## config.mk

```make
export PLATFORM = sky130hd
export DESIGN_NAME = host_port_irq_routing
export DESIGN_NICKNAME = d
export VERILOG_FILES = /design/src/host_port_irq_pkg.sv /design/src/host_port_irq_routing.sv /design/src/byte_lane_swap.sv
export SDC_FILE = /design/constraint.sdc
export NUM_CORES = 1
export LEC_CHECK = 0
export ABC_AREA = 1
export ABC_CLOCK_PERIOD_IN_PS = 1500
export BUFFER_PORTS_ARGS = -buffer_cell sky130_fd_sc_hd__clkbuf_2
export CAP_MARGIN = 20
export CORE_MARGIN = 2
export CORE_UTILIZATION = 40
export CTS_BUF_LIST = sky130_fd_sc_hd__clkbuf_16
export DETAILED_ROUTE_END_ITERATION = 10
export PLACE_DENSITY = 0.78
export SETUP_SLACK_MARGIN = 0.2
export SYNTH_ARGS = -nofsm -noshare
export SYNTH_HDL_FRONTEND = slang
export SYNTH_SLANG_ARGS = --single-unit
```

## constraint.sdc

```tcl
create_clock -name mclk -period 1.5 [get_ports mclk]
set_clock_uncertainty 0.15 [all_clocks]
set_input_delay 0.15 -clock mclk [delete_from_list [all_inputs] [get_ports mclk]]
set_output_delay 0.15 -clock mclk [all_outputs]
set_load 0.05 [all_outputs]
```

## src/host_port_irq_pkg.sv

```systemverilog
// Package: offsets, field positions, reset values and carrier types of the host-port interrupt block
package host_port_irq_pkg;

  // ----------------------------------------------------------------------
  // Register offsets (byte addresses on the on-chip memory map)
  // ----------------------------------------------------------------------
  localparam logic [15:0] HOST_BREAKPOINT_ADDRESS_OFFSET = 16'h0140;
  localparam logic [15:0] INTERRUPT_ROUTE_CONTROL_OFFSET = 16'h0142;
  localparam logic [15:0] ENGINE1_MESSAGE_OFFSET         = 16'h0144;
  localparam logic [15:0] ENGINE2_MESSAGE_OFFSET         = 16'h0148;
  localparam logic [15:0] HOST_CPU_MAILBOX_OFFSET        = 16'hc0c6;

  // ----------------------------------------------------------------------
  // Reset values
  // ----------------------------------------------------------------------
  localparam logic [15:0] BREAKPOINT_RESET = 16'h0000;
  localparam logic [15:0] ROUTE_RESET      = 16'h1400;
  localparam logic [15:0] MAILBOX_RESET    = 16'h0000;

  // Interrupt vector raised on a breakpoint hit
  localparam logic [6:0]  BREAKPOINT_VECTOR = 7'h7f;

  // ----------------------------------------------------------------------
  // Routing register bit positions
  // ----------------------------------------------------------------------
  localparam int ROUTE_VBUS_BIT       = 15;
  localparam int ROUTE_ID_BIT         = 14;
  localparam int ROUTE_FRAME2_HOST    = 13;
  localparam int ROUTE_FRAME2_CPU     = 12;
  localparam int ROUTE_FRAME1_HOST    = 11;
  localparam int ROUTE_FRAME1_CPU     = 10;
  localparam int ROUTE_RESET2_BIT     = 9;
  localparam int ROUTE_SWAP_HIGH      = 8;
  localparam int ROUTE_RESUME2_BIT    = 7;
  localparam int ROUTE_RESUME1_BIT    = 6;
  localparam int ROUTE_DONE2_BIT      = 3;
  localparam int ROUTE_DONE1_BIT      = 2;
  localparam int ROUTE_RESET1_BIT     = 1;
  localparam int ROUTE_SWAP_LOW       = 0;

  // Routing bits that move an interrupt from CPU to host (exclusive routes)
  localparam logic [15:0] EXCLUSIVE_ROUTE_MASK = 16'hc2ce;
  // Reserved routing bits read as zero
  localparam logic [15:0] ROUTE_WRITABLE_MASK  = 16'hffcf;

  // ----------------------------------------------------------------------
  // Host status port bit positions
  // ----------------------------------------------------------------------
  localparam int STATUS_MAILBOX_IN  = 8;
  localparam int STATUS_MSG2_BIT    = 5;
  localparam int STATUS_MSG1_BIT    = 4;
  localparam int STATUS_MAILBOX_OUT = 0;

  // Number of engine message channels
  localparam int MSG_CHANNELS = 2;

  // ----------------------------------------------------------------------
  // Carrier types
  // ----------------------------------------------------------------------
  // One memory access from either the host port or the on-chip CPU
  typedef struct packed {
    logic        rd;
    logic        wr;
    logic [15:0] addr;
    logic [15:0] wdata;
  } mem_access_type;

  // Raw interrupt requests from the USB engines, each bit at its routing position
  typedef logic [15:0] engine_irq_type;

endpackage : host_port_irq_pkg

```

## src/host_port_irq_routing.sv

```systemverilog
// Host-port interrupt routing, breakpoint, message flags and mailbox
//
// Summary of operation
// - 16-bit breakpoint register: host reads and writes, CPU only reads.
// - Host breakpoint behaves like the CPU's own breakpoint register.
// - Program counter equal to a non-zero stored address raises breakpoint interrupt 127.
// - Routing register host-writable; routed interrupts drive host line and status port.
// - Routing selects destination only; engine enable register still gates each interrupt.
// - Bit 15 routes bus-voltage, bit 14 routes ID-pin interrupt to host.
// - Bit 9 routes engine 2 bus reset, bit 1 engine 1 bus reset.
// - Bit 7 routes host engine 2 resume, bit 6 host engine 1 resume.
// - Bit 3 routes engine 2 done, bit 2 engine 1 done interrupt.
// - Engine 2 frame interrupt: bit 13 to host, bit 12 to CPU, independent.
// - Engine 1 frame interrupt: bit 11 to host, bit 10 to CPU, independent.
// - Swap 00 keeps default lane order; 11 exchanges the two byte lanes.
// - A CPU write to an engine message register sets its status flag; host writes do not.
// - A set message flag with its enable set asserts the host line.
// - Host read of a message register clears its flag.
// - Host mailbox write raises receive-full; CPU mailbox read clears it.
// - CPU mailbox write asserts host line; host read clears it, raises transmit-empty.
// - Message flags for engines 2 and 1 sit at status bits 5 and 4.
`timescale 1ns/1ps
`default_nettype none

module host_port_irq_routing (
  input  wire logic                                  mclk,
  input  wire logic                                  rst_n,
  input  wire logic                                  clkEnable,
  // Host port access, already in the mclk domain
  input  wire host_port_irq_pkg::mem_access_type     hostAccess,
  output var  logic [15:0]                           hostReadData,
  input  wire logic                                  hostStatusRead,
  output var  logic [15:0]                           hostStatus,
  output var  logic                                  hostIrqLine,
  // On-chip CPU access
  input  wire host_port_irq_pkg::mem_access_type     cpuAccess,
  output var  logic [15:0]                           cpuReadData,
  input  wire logic [15:0]                           programCounter,
  output var  logic                                  breakpointInterrupt,
  output var  logic [6:0]                            breakpointVector,
  // Engine interrupts and their enables
  input  wire host_port_irq_pkg::engine_irq_type     engineIrq,
  input  wire host_port_irq_pkg::engine_irq_type     engineIrqEnable,
  input  wire logic [1:0]                            messageIrqEnable,
  input  wire logic                                  mailboxRxEnable,
  input  wire logic                                  mailboxTxEnable,
  output var  host_port_irq_pkg::engine_irq_type     cpuEngineIrq,
  output var  logic                                  mailboxRxFullIrq,
  output var  logic                                  mailboxTxEmptyIrq,
  output var  logic                                  byteSwapHigh,
  output var  logic                                  byteSwapLow
);

  // ----------------------------------------------------------------------
  // Address decode
  // ----------------------------------------------------------------------
  logic hostWrBreak;
  logic hostWrRoute;
  logic hostWrMbox;
  logic hostRdMbox;
  logic cpuWrMbox;
  logic cpuRdMbox;
  logic [1:0] cpuWrMsg;
  logic [1:0] hostRdMsg;

  // Strobes for each register and party
  assign hostWrBreak = hostAccess.wr &&
                       hostAccess.addr == host_port_irq_pkg::HOST_BREAKPOINT_ADDRESS_OFFSET;
  assign hostWrRoute = hostAccess.wr &&
                       hostAccess.addr == host_port_irq_pkg::INTERRUPT_ROUTE_CONTROL_OFFSET;
  assign hostWrMbox  = hostAccess.wr &&
                       hostAccess.addr == host_port_irq_pkg::HOST_CPU_MAILBOX_OFFSET;
  assign hostRdMbox  = hostAccess.rd &&
                       hostAccess.addr == host_port_irq_pkg::HOST_CPU_MAILBOX_OFFSET;
  assign cpuWrMbox   = cpuAccess.wr &&
                       cpuAccess.addr == host_port_irq_pkg::HOST_CPU_MAILBOX_OFFSET;
  assign cpuRdMbox   = cpuAccess.rd &&
                       cpuAccess.addr == host_port_irq_pkg::HOST_CPU_MAILBOX_OFFSET;
  assign cpuWrMsg[0] = cpuAccess.wr &&
                       cpuAccess.addr == host_port_irq_pkg::ENGINE1_MESSAGE_OFFSET;
  assign cpuWrMsg[1] = cpuAccess.wr &&
                       cpuAccess.addr == host_port_irq_pkg::ENGINE2_MESSAGE_OFFSET;
  assign hostRdMsg[0] = hostAccess.rd &&
                        hostAccess.addr == host_port_irq_pkg::ENGINE1_MESSAGE_OFFSET;
  assign hostRdMsg[1] = hostAccess.rd &&
                        hostAccess.addr == host_port_irq_pkg::ENGINE2_MESSAGE_OFFSET;

  // ----------------------------------------------------------------------
  // Breakpoint register
  // ----------------------------------------------------------------------
  logic [15:0] breakpoint_reg;
  logic        breakHit_reg;

  // Only the host port may write; CPU writes are ignored
  always_ff @(posedge mclk or negedge rst_n) begin
    if (!rst_n) begin
      breakpoint_reg <= host_port_irq_pkg::BREAKPOINT_RESET;
    end else if (clkEnable && hostWrBreak) begin
      breakpoint_reg <= hostAccess.wdata;
    end
  end

  // PC match raises the breakpoint interrupt, winning over a same-cycle clear; zero disarms
  always_ff @(posedge mclk or negedge rst_n) begin
    if (!rst_n) begin
      breakHit_reg <= 1'b0;
    end else if (clkEnable) begin
      if (breakpoint_reg != 16'h0000 && programCounter == breakpoint_reg) begin
        breakHit_reg <= 1'b1;
      end else if (hostWrBreak && hostAccess.wdata == 16'h0000) begin
        breakHit_reg <= 1'b0;
      end
    end
  end

  assign breakpointInterrupt = breakHit_reg;
  assign breakpointVector    = host_port_irq_pkg::BREAKPOINT_VECTOR;

  // ----------------------------------------------------------------------
  // Routing register
  // ----------------------------------------------------------------------
  logic [15:0] route_reg;

  // Host-writable, CPU read-only; reserved bits stay zero
  always_ff @(posedge mclk or negedge rst_n) begin
    if (!rst_n) begin
      route_reg <= host_port_irq_pkg::ROUTE_RESET;
    end else if (clkEnable && hostWrRoute) begin
      route_reg <= hostAccess.wdata & host_port_irq_pkg::ROUTE_WRITABLE_MASK;
    end
  end

  // Byte-swap selectors; host keeps both bits equal
  assign byteSwapHigh = route_reg[host_port_irq_pkg::ROUTE_SWAP_HIGH];
  assign byteSwapLow  = route_reg[host_port_irq_pkg::ROUTE_SWAP_LOW];

  // ----------------------------------------------------------------------
  // Interrupt steering
  // ----------------------------------------------------------------------
  logic [15:0] enabledIrq;
  logic [15:0] hostRouted;
  logic [15:0] cpuRouted;

  // Enable gates each interrupt independent of where it goes
  assign enabledIrq = engineIrq & engineIrqEnable;

  // Exclusive routes: set bit sends to host, clear bit leaves on CPU
  always_comb begin
    hostRouted = enabledIrq & route_reg & host_port_irq_pkg::EXCLUSIVE_ROUTE_MASK;
    cpuRouted  = enabledIrq & ~route_reg & host_port_irq_pkg::EXCLUSIVE_ROUTE_MASK;
    // Frame interrupts have separate host and CPU enables
    hostRouted[host_port_irq_pkg::ROUTE_FRAME2_HOST] =
      enabledIrq[host_port_irq_pkg::ROUTE_FRAME2_HOST] &
      route_reg[host_port_irq_pkg::ROUTE_FRAME2_HOST];
    cpuRouted[host_port_irq_pkg::ROUTE_FRAME2_HOST] =
      enabledIrq[host_port_irq_pkg::ROUTE_FRAME2_HOST] &
      route_reg[host_port_irq_pkg::ROUTE_FRAME2_CPU];
    hostRouted[host_port_irq_pkg::ROUTE_FRAME1_HOST] =
      enabledIrq[host_port_irq_pkg::ROUTE_FRAME1_HOST] &
      route_reg[host_port_irq_pkg::ROUTE_FRAME1_HOST];
    cpuRouted[host_port_irq_pkg::ROUTE_FRAME1_HOST] =
      enabledIrq[host_port_irq_pkg::ROUTE_FRAME1_HOST] &
      route_reg[host_port_irq_pkg::ROUTE_FRAME1_CPU];
  end

  assign cpuEngineIrq = cpuRouted;

  // ----------------------------------------------------------------------
  // Engine message flags
  // ----------------------------------------------------------------------
  logic [1:0] msgFlag_reg;

  // One flag per message channel; a CPU write sets, a host read clears, set wins
  generate
    for (genvar ch = 0; ch < host_port_irq_pkg::MSG_CHANNELS; ch++) begin : gMsg
      always_ff @(posedge mclk or negedge rst_n) begin
        if (!rst_n) begin
          msgFlag_reg[ch] <= 1'b0;
        end else if (clkEnable) begin
          if (cpuWrMsg[ch]) begin
            msgFlag_reg[ch] <= 1'b1;
          end else if (hostRdMsg[ch]) begin
            msgFlag_reg[ch] <= 1'b0;
          end
        end
      end
    end
  endgenerate

  // ----------------------------------------------------------------------
  // Mailbox
  // ----------------------------------------------------------------------
  logic [15:0] mailbox_reg;
  logic        mailboxIn_reg;
  logic        mailboxOut_reg;
  logic        txEmpty_reg;

  // Shared word; CPU write takes priority when both write together
  always_ff @(posedge mclk or negedge rst_n) begin
    if (!rst_n) begin
      mailbox_reg <= host_port_irq_pkg::MAILBOX_RESET;
    end else if (clkEnable) begin
      if (cpuWrMbox) begin
        mailbox_reg <= cpuAccess.wdata;
      end else if (hostWrMbox) begin
        mailbox_reg <= hostAccess.wdata;
      end
    end
  end

  // Receive-full: set by host write, cleared by CPU read
  always_ff @(posedge mclk or negedge rst_n) begin
    if (!rst_n) begin
      mailboxIn_reg <= 1'b0;
    end else if (clkEnable) begin
      if (hostWrMbox) begin
        mailboxIn_reg <= 1'b1;
      end else if (cpuRdMbox) begin
        mailboxIn_reg <= 1'b0;
      end
    end
  end

  // Mailbox-out pending: set by CPU write, cleared by host read
  always_ff @(posedge mclk or negedge rst_n) begin
    if (!rst_n) begin
      mailboxOut_reg <= 1'b0;
    end else if (clkEnable) begin
      if (cpuWrMbox) begin
        mailboxOut_reg <= 1'b1;
      end else if (hostRdMbox) begin
        mailboxOut_reg <= 1'b0;
      end
    end
  end

  // Transmit-empty: set by host read, cleared by CPU write
  always_ff @(posedge mclk or negedge rst_n) begin
    if (!rst_n) begin
      txEmpty_reg <= 1'b0;
    end else if (clkEnable) begin
      if (hostRdMbox) begin
        txEmpty_reg <= 1'b1;
      end else if (cpuWrMbox) begin
        txEmpty_reg <= 1'b0;
      end
    end
  end

  assign mailboxRxFullIrq  = mailboxIn_reg & mailboxRxEnable;
  assign mailboxTxEmptyIrq = txEmpty_reg & mailboxTxEnable;

  // ----------------------------------------------------------------------
  // Host status port and interrupt line
  // ----------------------------------------------------------------------
  logic [15:0] status_next;
  logic [15:0] status_reg;
  logic        irq_next;
  logic        irq_reg;

  // Routed interrupts at their own positions, frame interrupts one bit lower, then mailbox and message flags
  always_comb begin
    status_next = hostRouted;
    status_next[host_port_irq_pkg::ROUTE_FRAME2_CPU] =
      hostRouted[host_port_irq_pkg::ROUTE_FRAME2_HOST];
    status_next[host_port_irq_pkg::ROUTE_FRAME1_CPU] =
      hostRouted[host_port_irq_pkg::ROUTE_FRAME1_HOST];
    status_next[host_port_irq_pkg::ROUTE_FRAME2_HOST] = 1'b0;
    status_next[host_port_irq_pkg::ROUTE_FRAME1_HOST] = 1'b0;
    status_next[host_port_irq_pkg::STATUS_MAILBOX_IN]  = mailboxIn_reg;
    status_next[host_port_irq_pkg::STATUS_MSG2_BIT]    = msgFlag_reg[1];
    status_next[host_port_irq_pkg::STATUS_MSG1_BIT]    = msgFlag_reg[0];
    status_next[host_port_irq_pkg::STATUS_MAILBOX_OUT] = mailboxOut_reg;
    irq_next = (|hostRouted) | (|(msgFlag_reg & messageIrqEnable)) | mailboxOut_reg;
  end

  // Registered status word and host interrupt line
  always_ff @(posedge mclk or negedge rst_n) begin
    if (!rst_n) begin
      status_reg <= 16'h0000;
      irq_reg    <= 1'b0;
    end else if (clkEnable) begin
      status_reg <= status_next;
      irq_reg    <= irq_next;
    end
  end

  assign hostStatus  = status_reg;
  assign hostIrqLine = irq_reg;

  // ----------------------------------------------------------------------
  // Read data
  // ----------------------------------------------------------------------
  logic [15:0] hostWord;
  logic [15:0] hostSwapped;
  logic [15:0] hostRead_reg;
  logic [15:0] cpuRead_reg;

  // Host-visible registers; message registers are write-only and read zero
  always_comb begin
    case (hostAccess.addr)
      host_port_irq_pkg::HOST_BREAKPOINT_ADDRESS_OFFSET: hostWord = breakpoint_reg;
      host_port_irq_pkg::INTERRUPT_ROUTE_CONTROL_OFFSET: hostWord = route_reg;
      host_port_irq_pkg::HOST_CPU_MAILBOX_OFFSET:        hostWord = mailbox_reg;
      default:                                           hostWord = 16'h0000;
    endcase
  end

  // Swapped lanes only when both swap bits are set
  byte_lane_swap uSwap (
    .swapEnable (byteSwapHigh & byteSwapLow),
    .wordIn     (hostWord),
    .wordOut    (hostSwapped)
  );

  // Host read data is captured on a read strobe
  always_ff @(posedge mclk or negedge rst_n) begin
    if (!rst_n) begin
      hostRead_reg <= 16'h0000;
    end else if (clkEnable && hostAccess.rd) begin
      hostRead_reg <= hostSwapped;
    end
  end

  // CPU sees breakpoint and routing as read-only, mailbox as read-write
  always_ff @(posedge mclk or negedge rst_n) begin
    if (!rst_n) begin
      cpuRead_reg <= 16'h0000;
    end else if (clkEnable && cpuAccess.rd) begin
      case (cpuAccess.addr)
        host_port_irq_pkg::HOST_BREAKPOINT_ADDRESS_OFFSET: cpuRead_reg <= breakpoint_reg;
        host_port_irq_pkg::INTERRUPT_ROUTE_CONTROL_OFFSET: cpuRead_reg <= route_reg;
        host_port_irq_pkg::HOST_CPU_MAILBOX_OFFSET:        cpuRead_reg <= mailbox_reg;
        default:                                           cpuRead_reg <= 16'h0000;
      endcase
    end
  end

  assign hostReadData = hostRead_reg;
  assign cpuReadData  = cpuRead_reg;

  // Status is always live; the strobe carries no side effect on the CPU
  logic unusedStatusRead;
  assign unusedStatusRead = hostStatusRead;

endmodule // host_port_irq_routing

`default_nettype wire

```

## src/byte_lane_swap.sv

```systemverilog
// Byte-lane ordering for the 16-bit host data bus
`timescale 1ns/1ps
`default_nettype none

module byte_lane_swap (
  input  wire logic        swapEnable,
  input  wire logic [15:0] wordIn,
  output var  logic [15:0] wordOut
);

  // Exchange the two byte lanes when swapping is selected
  always_comb begin
    if (swapEnable) begin
      wordOut = {wordIn[7:0], wordIn[15:8]};
    end else begin
      wordOut = wordIn;
    end
  end

endmodule // byte_lane_swap

`default_nettype wire

```

=== Word level (Yosys, flattened, before mapping) ===
Index checks and enable logic that the tools add are counted.

* Register bits after elaboration: 99
* Word-level logic and storage cells: 87
* Output and inout port bits: 77
* Input port bits: 124

* Reduce and logical (&&, ||, !) cells: 32
* Eq/ne operators: 11
* Bitwise operators: 14
* Muxes and demuxes: 17

{| class="wikitable"
|+ Operators by type and width
! kind !! count
|-
| $eq 16x9->1 const B || 8
|-
| $pmux 16 s3 || 2
|-
| $and 16x16->16 || 3
|-
| $mux 16 || 3
|-
| $eq 16x16->1 const B || 2
|-
| $eq 16x16->1 || 1
|-
| $logic_and 1x1->1 || 16
|-
| $logic_not 16->1 || 1
|-
| $not 16->16 || 1
|-
| $reduce_bool 16->1 || 1
|-
| $mux 1 || 12
|-
| $reduce_and 2->1 || 6
|-
| $reduce_bool 2->1 || 6
|-
| $reduce_or 10->1 || 1
|-
| $and 1x1->1 || 7
|-
| $and 2x2->2 || 1
|-
| $or 1x1->1 || 2
|-
| $reduce_or 2->1 || 1
|}

=== Depth between registers and ports, before layout ===
Gate-level depths: netlist of run 1.

* Depth after elaboration: 5
* Mapped depth: 11
* Depth with buffers taken out: 10

=== Modules after synthesis ===
Synthesis of run 1 repeated with hierarchy kept, for this count alone.

* Cell total of the unflattened synthesis: 852
* Area total of the unflattened synthesis: 5900.7 µm²

{| class="wikitable"
|+ Modules (own cells, without submodules)
! module !! area an instance (µm²) !! times used !! cells an instance !! sequential area each (µm²)
|-
| host_port_irq_routing || 5616.6 || 1 || 800 || 2479.9
|-
| byte_lane_swap || 284.0 || 1 || 52 || 0.0
|}

=== Worst setup path after synthesis of run 1 ===
No wires, ideal clock.

* Path kind: register to register
* Start point: reg route_reg[0]
* End point: reg hostRead_reg[0] (netlist: hostReadData[0])
* Setup time: 0.118 ns
* Arrival: 1.607 ns
* Data required time: 1.232 ns
* Slack: -0.376 ns
* Path buffers: 1
* Cell stages (with the launch flop): 7
* Clock period less this slack: 1.876 ns
* Cell sequence: dfrtp_1 -> nand2_1 -> inv_1 -> clkbuf_1 -> nand4_1 -> nand3_1 -> nand2_1

* Cells in the longest elaborated chain, start to end: 2
* Elaborated cells between the ends (all ways): 3
* Those cells by class: 2 x mux; 1 x bitwise

{| class="wikitable"
|+ Ends and longest elaborated chain
! item !! RTL line !! source
|-
| start: declaration || host_port_irq_routing.sv:122 || <nowiki>logic [15:0] route_reg;</nowiki>
|-
| start signal: assignment || host_port_irq_routing.sv:127 || <nowiki>route_reg <= host_port_irq_pkg::ROUTE_RESET;</nowiki>
|-
| start signal: assignment || host_port_irq_routing.sv:129 || <nowiki>route_reg <= hostAccess.wdata & host_port_irq_pkg::ROUTE_WRITABLE_MASK;</nowiki>
|-
| $pmux 16 s3 / $and 1x1->1 (equally long branches) || host_port_irq_routing.sv:301, host_port_irq_routing.sv:311 ||
|-
| $mux 16 (*) || byte_lane_swap.sv:13 || <nowiki>if (swapEnable) begin</nowiki>
|-
| end signal: assignment || host_port_irq_routing.sv:321 || <nowiki>hostRead_reg <= hostSwapped;</nowiki>
|-
| end: declaration || host_port_irq_routing.sv:296 || <nowiki>logic [15:0] hostRead_reg;</nowiki>
|}

Mark *: on every way between the ends. The rest lies on a longest branch, timed or not.
A chain may end at the register's enable or synchronous reset.

=== Worst setup path after layout of run 1 ===
* Start point: reg route_reg[10]
* End point: out cpuEngineIrq[11]

* Cells in the longest elaborated chain, start to end: 1

{| class="wikitable"
|+ Ends and longest elaborated chain
! item !! RTL line !! source
|-
| $and 1x1->1 || host_port_irq_routing.sv:162 || <nowiki>enabledIrq[host_port_irq_pkg::ROUTE_FRAME1_HOST] &</nowiki>
|-
| end: declaration || host_port_irq_routing.sv:47 || <nowiki>output var host_port_irq_pkg::engine_irq_type cpuEngineIrq,</nowiki>
|}

Every way passes these cells.

==> results of run 1 <==
==> layer usage <==
layer / vias up / routed length [µm]
li1: 3210 / -
met1: 3276 / 8650
met2: 375 / 10700
met3: 66 / 1970
met4: 0 / 777
met5: - / 0
==> cells in the mapped netlist <==
cell type	n
a21oi_1	5
and2_1	1
and3_1	3
buf_2	14
buf_4	20
buf_6	2
clkbuf_1	15
clkbuf_2	1
clkinv_1	2
conb_1	2
dfrtp_1	97
dfstp_2	2
inv_1	58
mux2_2	1
nand2_1	253
nand2_2	3
nand2_4	1
nand3_1	122
nand3_2	2
nand3b_1	2
nand4_1	57
nor2_1	56
nor2_2	2
nor2_4	1
nor3_1	2
nor3_2	2
nor3_4	3
nor3b_1	1
nor4_1	3
o21ai_0	32
o21ai_1	27
o22ai_1	3
o31ai_1	1
or2_0	1
or2_2	2
or2_4	1
xnor2_1	6
==> cell type report <==
type                    count  share of cell area (%)
clock buffers               9                    2.51
clock inverters             7                   0.668
inverters                  60                    2.63
multi-input cells         608                    37.1
flip-flops and latches     99                    27.7
well taps                 184                    2.56
repair buffers            303                    26.8
==> power by group <==
group          switching, mW  total, mW  internal [mW]
Clock                   1.03       2.31           1.27
Sequential           0.00163       2.67           2.67
Combinational          0.468      0.792          0.324
==> cells by family after synthesis <==
group / count (synthesis)
xor+xnor: 6
compound gates: 68
mux: 1
flops: 99
simple gates: 518
buf+inv: 112
other cells: 2
==> how the worst min path moves through the flow <==
stage | end | cells after the start | startpoint | slack [ns]
after detailed placement | cpuReadData[14] | 1 | rst_n | -0.06
after global placement | cpuReadData[14] | 1 | rst_n | -0.06
after CTS | hostStatus[10] | 3 | engineIrqEnable[11] | -0.03
final | hostStatus[10] | 3 | engineIrqEnable[11] | -0.02
after global routing | hostStatus[10] | 3 | engineIrqEnable[11] | 0.0002
after floorplan | breakpointInterrupt | 0 | rst_n | -0.30
==> tightest hold or removal path, stage by stage <==
cell      delay [ns]
clkbuf_2        0.10
nand3_2         0.11
o21ai_0         0.08
==> timing repair <==
item                                    in CTS  in global routing
resized for setup                           69                148
cloned                                       0                  2
endpoints found under the setup margin      31                106
setup buffers                               20                  7
pin swaps                                   15                 60
hold buffers                                46                  0
hold endpoints to repair                   144                  0
==> metrics by stage <==
stage | utilization [%] | setup TNS, ns | power, mW | cells | worst slack (ns)
2_1_floorplan | - | 0 | 3.05 | 819 | 0.121
3_3_place_gp | 50.6 | -1.86 | 3.34 | 1179 | -0.0823
3_5_place_dp | 50.6 | -5.02 | 3.35 | 1179 | -0.130
4_1_cts | 58.6 | -0.0898 | 5.72 | 1261 | -0.0614
5_1_grt | 62.6 | -0.152 | 5.92 | 1270 | -0.0692
6_report | 62.6 | -0.0885 | 5.77 | 1270 | -0.0555
==> results.json, run 1 <==
{
  "status": "finished, violations left",
  "violations": "hold timing, setup timing",
  "critPathRequiredTime_ns": 1.20,
  "layout-drive-gt1-share_pct": 36.8,
  "drv_cap": 0,
  "r2r_cells": 8,
  "grt_util_met2_pct": 46.0,
  "remaining_drc_errors": 0,
  "wl_per_cell_um": 17.4,
  "port_buffers": 172,
  "grt_antenna_before_repair": 0,
  "wl_um": 22100,
  "cts_tree": "built",
  "yosys.area_share.adder_pct": 0,
  "met3_usage_pct": 5.28,
  "antenna_left": 0,
  "critPathLaunchType": "flop",
  "cp_num_buf_inv": 1,
  "synth_area_leaders": "dfrtp_1, nand2_1, nand3_1, nand4_1, inv_1",
  "ys_seq_elements": 99,
  "synth_top_area_cell": "dfrtp_1",
  "synthDominantCellAreaShare_pct": 41.8,
  "place_congestion": 0.954,
  "fill_cells": 1160,
  "regArea_mm2": 0.00249,
  "layout_common_cells": "nand2_1, clkbuf_2, dfrtp_1, nand3_1, nand4_1",
  "drt-pass1-iter-count": 7,
  "crit_fanout": 2,
  "die_x_um": 124,
  "die_y_um": 124,
  "grt_overflow": 0,
  "hold_viol_final": 2,
  "grt-busiest-layer": "met2",
  "slew_viol_final": 0,
  "io-pin-count": 201,
  "cts_buffers": 9,
  "hold_class": "in2reg",
  "grt_pass1_wl_um": 33600,
  "slowest_stage": "dfstp_2",
  "synth_area_per_cell_um2": 7.20,
  "track_usage_pct": 27.1,
  "synth_cell_types": 37,
  "cp_cell_sequence": "and3_4 > clkbuf_16",
  "synth_compound_area_share_pct": 5.97,
  "multiInputGateArea_mm2": 0.00334,
  "max_clock_freq_mhz": 643,
  "synthMuxAreaShare_pct": 0.194,
  "crit_path_max_incr_delay_ns": 0.56,
  "yosysWarnings": 0,
  "r2r_slack_ns": 0.08,
  "finalCriticalPeriod_ns": 1.56,
  "grt_max_degree": 31,
  "peakVddDrop_uv": 539,
  "syn_area_mm2": 0.00580,
  "start_util_pct": 40.4,
  "dpl-instance-area_mm2": 0.00727,
  "grt_pass1_vias": 6632,
  "cp-end-kind": "output port",
  "dp_hpwl_um": 15700,
  "reg2reg_from": "breakpoint_reg[15]",
  "crit_type": "reg2out",
  "synth_top_family_by_area": "simple AND/OR/NAND/NOR gates",
  "synthCells": 806,
  "worstPathArrival_ns": 1.26,
  "critPathLaunch": "route_reg[10]",
  "fin_ws_ns": -0.0555,
  "final_area_mm2": 0.00899,
  "nets": 1205,
  "clock_tree.buffer_depth": 2,
  "rsz0062_at_grt": "yes",
  "worstReg2RegEnd": "breakpointInterrupt",
  "die-area_mm2": 0.0155,
  "clk_latency_ns": 0.36,
  "synth_xor_area_share_pct": 0.906,
  "fin_crit_sh_pct": 104,
  "syn_to_final_growth_pct": 55.0,
  "drtIter0Drc": 677,
  "crit_end": "cpuEngineIrq[11]",
  "setup_viol": 2,
  "vias_per_cell": 5.45,
  "htreeDepth": 3,
  "clkTransAtPathRegs_ns": 0.07,
  "core_region_area_mm2": 0.0144,
  "grt_util_met1_pct": 35.1,
  "placementRows": 44,
  "crit_family": "flip-flops",
  "p_leak_nw": 4.60,
  "cts-root-buf": "clkbuf_16",
  "hold-worst-slack_ns": -0.0155,
  "cp.depth": 2,
  "p_per_area_mw_per_mm2": 642,
  "synth-seq-area-share_pct": 42.8,
  "cts_sinks": 99,
  "num_antenna_cells": 0,
  "synthSimpleGateAreaFrac_pct": 40.9,
  "dr_total_vias": 6927,
  "final_common_cell": "nand2_1"
}
No activity file was read; power rests on OpenSTA's default activity.
==> inputs of run 2 (changes only) <==
PLACE_DENSITY = 0.7   (was 0.78)
==> run 2 against run 1 <==
  * The run still ends with hold timing, setup timing left
  * Sequential share of layout area fell by 0.091 points
  * Setup slack got worse by 0.015 ns
  * Critical path depth did not move
  * Final area rose by 0.28%
  * Clock power rose by 14%
  * Via count fell by 0.79%
  * Worst hold slack improved by 0.011 ns
  * Sequential cell count did not move
  * Largest power group unchanged
==> results.json, run 2 (synthesis gave the netlist of run 1 again) <==
{
  "fin_crit_sh_pct": 105,
  "hold-worst-slack_ns": -0.00496,
  "cts_sinks": 99,
  "htreeDepth": 3,
  "total_power_mw": 6.10,
  "die-area_mm2": 0.0155,
  "setup_viol": 2,
  "drv_cap": 0,
  "finalCriticalPeriod_ns": 1.57,
  "clk_latency_ns": 0.35,
  "p_seq_share_pct": 43.8,
  "worstMarginPinSlew_ns": 0.526,
  "rsz0062_at_grt": "yes",
  "start_util_pct": 40.4,
  "layout-drive-gt1-share_pct": 34.3,
  "worstPathArrival_ns": 1.27,
  "track_usage_pct": 27.9,
  "wl_um": 22400,
  "p_int_mw": 4.61,
  "cts-root-buf": "clkbuf_16",
  "wl_per_cell_um": 17.6,
  "core_region_area_mm2": 0.0144,
  "slowest_stage": "dfstp_2",
  "p_comb_share_pct": 12.9,
  "placementRows": 44,
  "crit_path_max_incr_delay_ns": 0.57,
  "cts_buffers": 9,
  "pre_cts_slack_ns": -0.151,
  "num_antenna_cells": 0,
  "grt_overflow": 0,
  "antenna_left": 0,
  "dp_hpwl_um": 15800,
  "remaining_drc_errors": 0,
  "slew_viol_final": 0,
  "max_clock_freq_mhz": 637,
  "slew_headroom_pct": 64.9,
  "syn_to_final_growth_pct": 55.4,
  "critPathLaunch": "route_reg[10]",
  "cts_tree": "built",
  "vias_per_cell": 5.39,
  "hold_viol_final": 1,
  "nets": 1209,
  "violations": "hold timing, setup timing",
  "drtIter0Drc": 735,
  "cp_cell_sequence": "and3_4 > clkbuf_16",
  "finalSetupTns_ns": -0.0819,
  "crit_fanout": 2,
  "die_x_um": 124,
  "drt-pass1-iter-count": 6,
  "grt_pass1_wl_um": 33900,
  "power_switching_share_pct": 24.5,
  "p_per_area_mw_per_mm2": 677,
  "grt_antenna_before_repair": 0,
  "dp.cells": 1182,
  "io-pin-count": 201,
  "switching_power_mw": 1.49,
  "critPathLaunchType": "flop",
  "hold_class": "in2reg",
  "die_y_um": 124,
  "crit_type": "reg2out",
  "p_leak_nw": 4.67,
  "final_common_cell": "nand2_1",
  "peakVddDrop_uv": 534,
  "p_clk_share_pct": 43.2,
  "final_area_mm2": 0.00901,
  "critPathRequiredTime_ns": 1.20,
  "grt_max_degree": 45,
  "place_congestion": 0.926,
  "reg2reg_from": "breakpoint_reg[0]",
  "status": "finished, violations left",
  "dpl-instance-area_mm2": 0.00731,
  "dr_total_vias": 6872,
  "fin_ws_ns": -0.0704,
  "instances_no_fill": 1274,
  "port_buffers": 172,
  "clock_tree.buffer_depth": 2,
  "holdCritStartpoint": "cpuAccess[3]",
  "layout_common_cells": "nand2_1, clkbuf_2, nand3_1, dfrtp_1, nand4_1",
  "cp-end-kind": "output port",
  "final_util_pct": 62.7,
  "clkTransAtPathRegs_ns": 0.07,
  "grt_pass1_vias": 6386
}
run 2: what timing repair did:
action,in CTS,in global routing
endpoints found under the setup margin,49,90
cloned,2,1
setup buffers,18,7
endpoints found under the hold margin,148,0
pin swaps,32,50
hold buffers,48,0
gates resized for setup,89,112
run 2: area by class of cell:
type / instances / area [µm²]
Clock buffer: 9 / 225
Clock inverter: 7 / 109
Fill cell: 1223 / 5360
Inverter: 60 / 240
Multi-Input combinational cell: 610 / 3250
Sequential cell: 99 / 2490
Tap cell: 184 / 230
Timing Repair Buffer: 304 / 2460
Timing Repair inverter: 1 / 11.3
run 2: worst paths after layout:
kind	endpoint	slack [ns]	cells after the start
setup reg to reg	breakpointInterrupt	0.06	8
hold / removal	mailbox_reg[3]	-0.005	5
setup / recovery	cpuEngineIrq[11]	-0.07	2
max in group asynchronous	route_reg[12]	0.61	3
min in group asynchronous	mailbox_reg[12]	0.04	2
hold reg to reg	hostStatus[5]	0.32	2
run 2: layer usage:
| metal | wire [µm] | GRT usage [%] | vias up |
|---|---|---|---|
| met4 | 660 | 9.58 | 0 |
| li1 | - | - | 3212 |
| met5 | 0 | 0 | - |
| met2 | 10400 | 44.4 | 401 |
| met1 | 8910 | 37.4 | 3205 |
| met3 | 2430 | 6.57 | 54 |
run 2: worst max-delay path, delay by kind of cell, from the launching register on:
kind	cells	cell delay [ns]
simple gates	1	0.19
flops	1	0.57
buf+inv	1	0.16
run 2: power groups by stage:
stage	sequential [mW]	clock, mW	combinational (mW)
2_1_floorplan	2.73	0	0.318
3_3_place_gp	2.72	0	0.617
3_5_place_dp	2.72	0	0.624
4_1_cts	2.67	2.65	0.752
5_1_grt	2.67	2.74	0.855
6_report	2.67	2.64	0.789
==> inputs of run 3 (changes only) <==
CORE_UTILIZATION = 30   (was 40)
PLACE_DENSITY = 0.55   (was 0.7)
==> run 3 against run 2 <==
  * The run still ends with hold timing, setup timing left
  * Setup slack better by 0.0024 ns
  * Via count is 0.51% lower
  * Worst hold slack worse by 0.037 ns
  * Critical path depth stayed put
  * Combinational power is 5.8% higher
  * Total power is 1.4% lower
  * Fmax is 0.15% higher
  * Sequential share of layout area is 1.1 points lower
  * Register-to-register slack better by 0.10 ns
  * Routed wire length is 6.1% higher
  * Sequential power hardly changed
  * First-iteration DRC count is 30% lower
  * Critical path type unchanged
  * Largest cell class unchanged
  * Largest power group unchanged
==> results.json, run 3 (synthesis gave the netlist of run 1 again) <==
{
  "wl_per_cell_um": 17.5,
  "dpl-instance-area_mm2": 0.00725,
  "rsz0062_at_grt": "yes",
  "cts_sinks": 99,
  "io-pin-count": 201,
  "grt_antenna_before_repair": 0,
  "instances_no_fill": 1360,
  "hold_viol_final": 6,
  "fin_ws_ns": -0.0680,
  "critPathLaunchType": "flop",
  "cts_buffers": 9,
  "crit_family": "flip-flops",
  "grt_pass1_vias": 6298,
  "crit_type": "reg2out",
  "violations": "hold timing, setup timing",
  "start_util_pct": 30.8,
  "slowest_stage": "dfstp_2",
  "cts-root-buf": "clkbuf_16",
  "final_area_mm2": 0.00940,
  "status": "finished, violations left",
  "hold-worst-slack_ns": -0.0423,
  "dr_total_vias": 6837,
  "place_congestion": 0.890,
  "die_x_um": 143,
  "fin_crit_sh_pct": 105,
  "finalCriticalPeriod_ns": 1.57,
  "cts_tree": "built",
  "crit_path_max_incr_delay_ns": 0.56,
  "clk_latency_ns": 0.37,
  "grt_overflow": 0,
  "layout-drive-gt1-share_pct": 40.6,
  "setup_viol": 2,
  "syn_to_final_growth_pct": 62.1,
  "port_buffers": 172,
  "antenna_left": 0,
  "worstPathArrival_ns": 1.27,
  "wl_um": 23800,
  "drv_cap": 0,
  "grt_max_degree": 59,
  "final_common_cell": "nand2_1",
  "clkTransAtPathRegs_ns": 0.08,
  "dp_hpwl_um": 16400,
  "drt-pass1-iter-count": 6,
  "max_clock_freq_mhz": 638,
  "vias_per_cell": 5.03,
  "slew_headroom_pct": 65.5,
  "grt_pass1_wl_um": 34000,
  "worstMarginPinSlew_ns": 0.517,
  "p_per_area_mw_per_mm2": 639,
  "critPathRequiredTime_ns": 1.20,
  "cp_cell_sequence": "and3_4 > clkbuf_16",
  "core_region_area_mm2": 0.0188,
  "htreeDepth": 3,
  "p_leak_nw": 4.70,
  "die_y_um": 143,
  "nets": 1219,
  "cp-end-kind": "output port",
  "placementRows": 50,
  "remaining_drc_errors": 0,
  "peakVddDrop_uv": 532,
  "dp.cells": 1248,
  "clock_tree.buffer_depth": 2,
  "die-area_mm2": 0.0205,
  "cp_num_buf_inv": 1,
  "crit_fanout": 2,
  "layout_common_cells": "nand2_1, clkbuf_2, dfrtp_1, nand3_1, buf_4",
  "hold_class": "in2reg",
  "num_antenna_cells": 0,
  "drtIter0Drc": 518,
  "track_usage_pct": 21.8,
  "slew_viol_final": 0
}
-- run 3: repair_timing --
action                                 CTS  global route
setup buffers                           24            22
hold buffers                            44             2
setup endpoints to repair               66           109
pin swaps                               27            82
endpoints found under the hold margin  143             3
gates cloned                             1             7
gates resized for setup                108           168
-- run 3: final cells by class --
class | count | area, µm²
Timing Repair Buffer | 314 | 2580
Clock buffer | 9 | 225
Tap cell | 260 | 325
Clock inverter | 7 | 83.8
Inverter | 60 | 238
Multi-Input combinational cell | 610 | 3440
Sequential cell | 99 | 2500
Timing Repair inverter | 1 | 16.3
Fill cell | 1819 | 9430
-- run 3: worst paths after layout --
check / start / cells after the start / slack (ns) / endpoint
worst max-delay path: route_reg[10] / 2 / -0.07 / cpuEngineIrq[11]
worst min-delay path: hostAccess[12] / 5 / -0.04 / mailbox_reg[12]
worst max register to register: route_reg[0] / 5 / 0.16 / hostReadData[6]
worst min register to register: hostReadData[11] / 2 / 0.32 / hostReadData[11]
max in group asynchronous: rst_n / 3 / 0.68 / route_reg[10]
min in group asynchronous: rst_n / 3 / 0.17 / route_reg[15]
-- run 3: power breakdown --
| group | internal, mW | switching, mW |
|---|---|---|
| registers | 2.67 | 0.00184 |
| clock network | 1.33 | 1.18 |
| logic | 0.344 | 0.491 |
-- run 3: through the flow --
step | util (%) | setup TNS, ns | setup slack, ns | hold slack [ns] | power, mW
after floorplan | - | 0 | 0.121 | -0.296 | 3.05
after global placement | 38.5 | -6.39 | -0.183 | 0.0110 | 3.36
after detailed placement | 38.5 | -8.37 | -0.211 | 0.0119 | 3.36
after CTS | 45.6 | -0.142 | -0.0747 | 0.000247 | 5.97
after global routing | 49.9 | -0.139 | -0.0785 | 0.00258 | 6.19
final | 49.9 | -0.124 | -0.0680 | -0.0423 | 6.01
-- run 3: routing by layer --
metal	share of wire (%)	wire [µm]	up-vias	track usage, %
met5	0	0	-	0
met4	1.8	424	0	6.88
met3	8.3	1980	38	3.25
met2	48	11400	323	35.5
met1	42	10000	3237	29.8
li1	-	-	3239	-
-- run 3: worst register-to-register path: cells and delay by family (launching register included) --
| family | cells | cell delay (ns) |
|---|---|---|
| DFF | 1 | 0.50 |
| and+or+nand+nor | 4 | 0.45 |
| buffers and inverters | 1 | 0.13 |
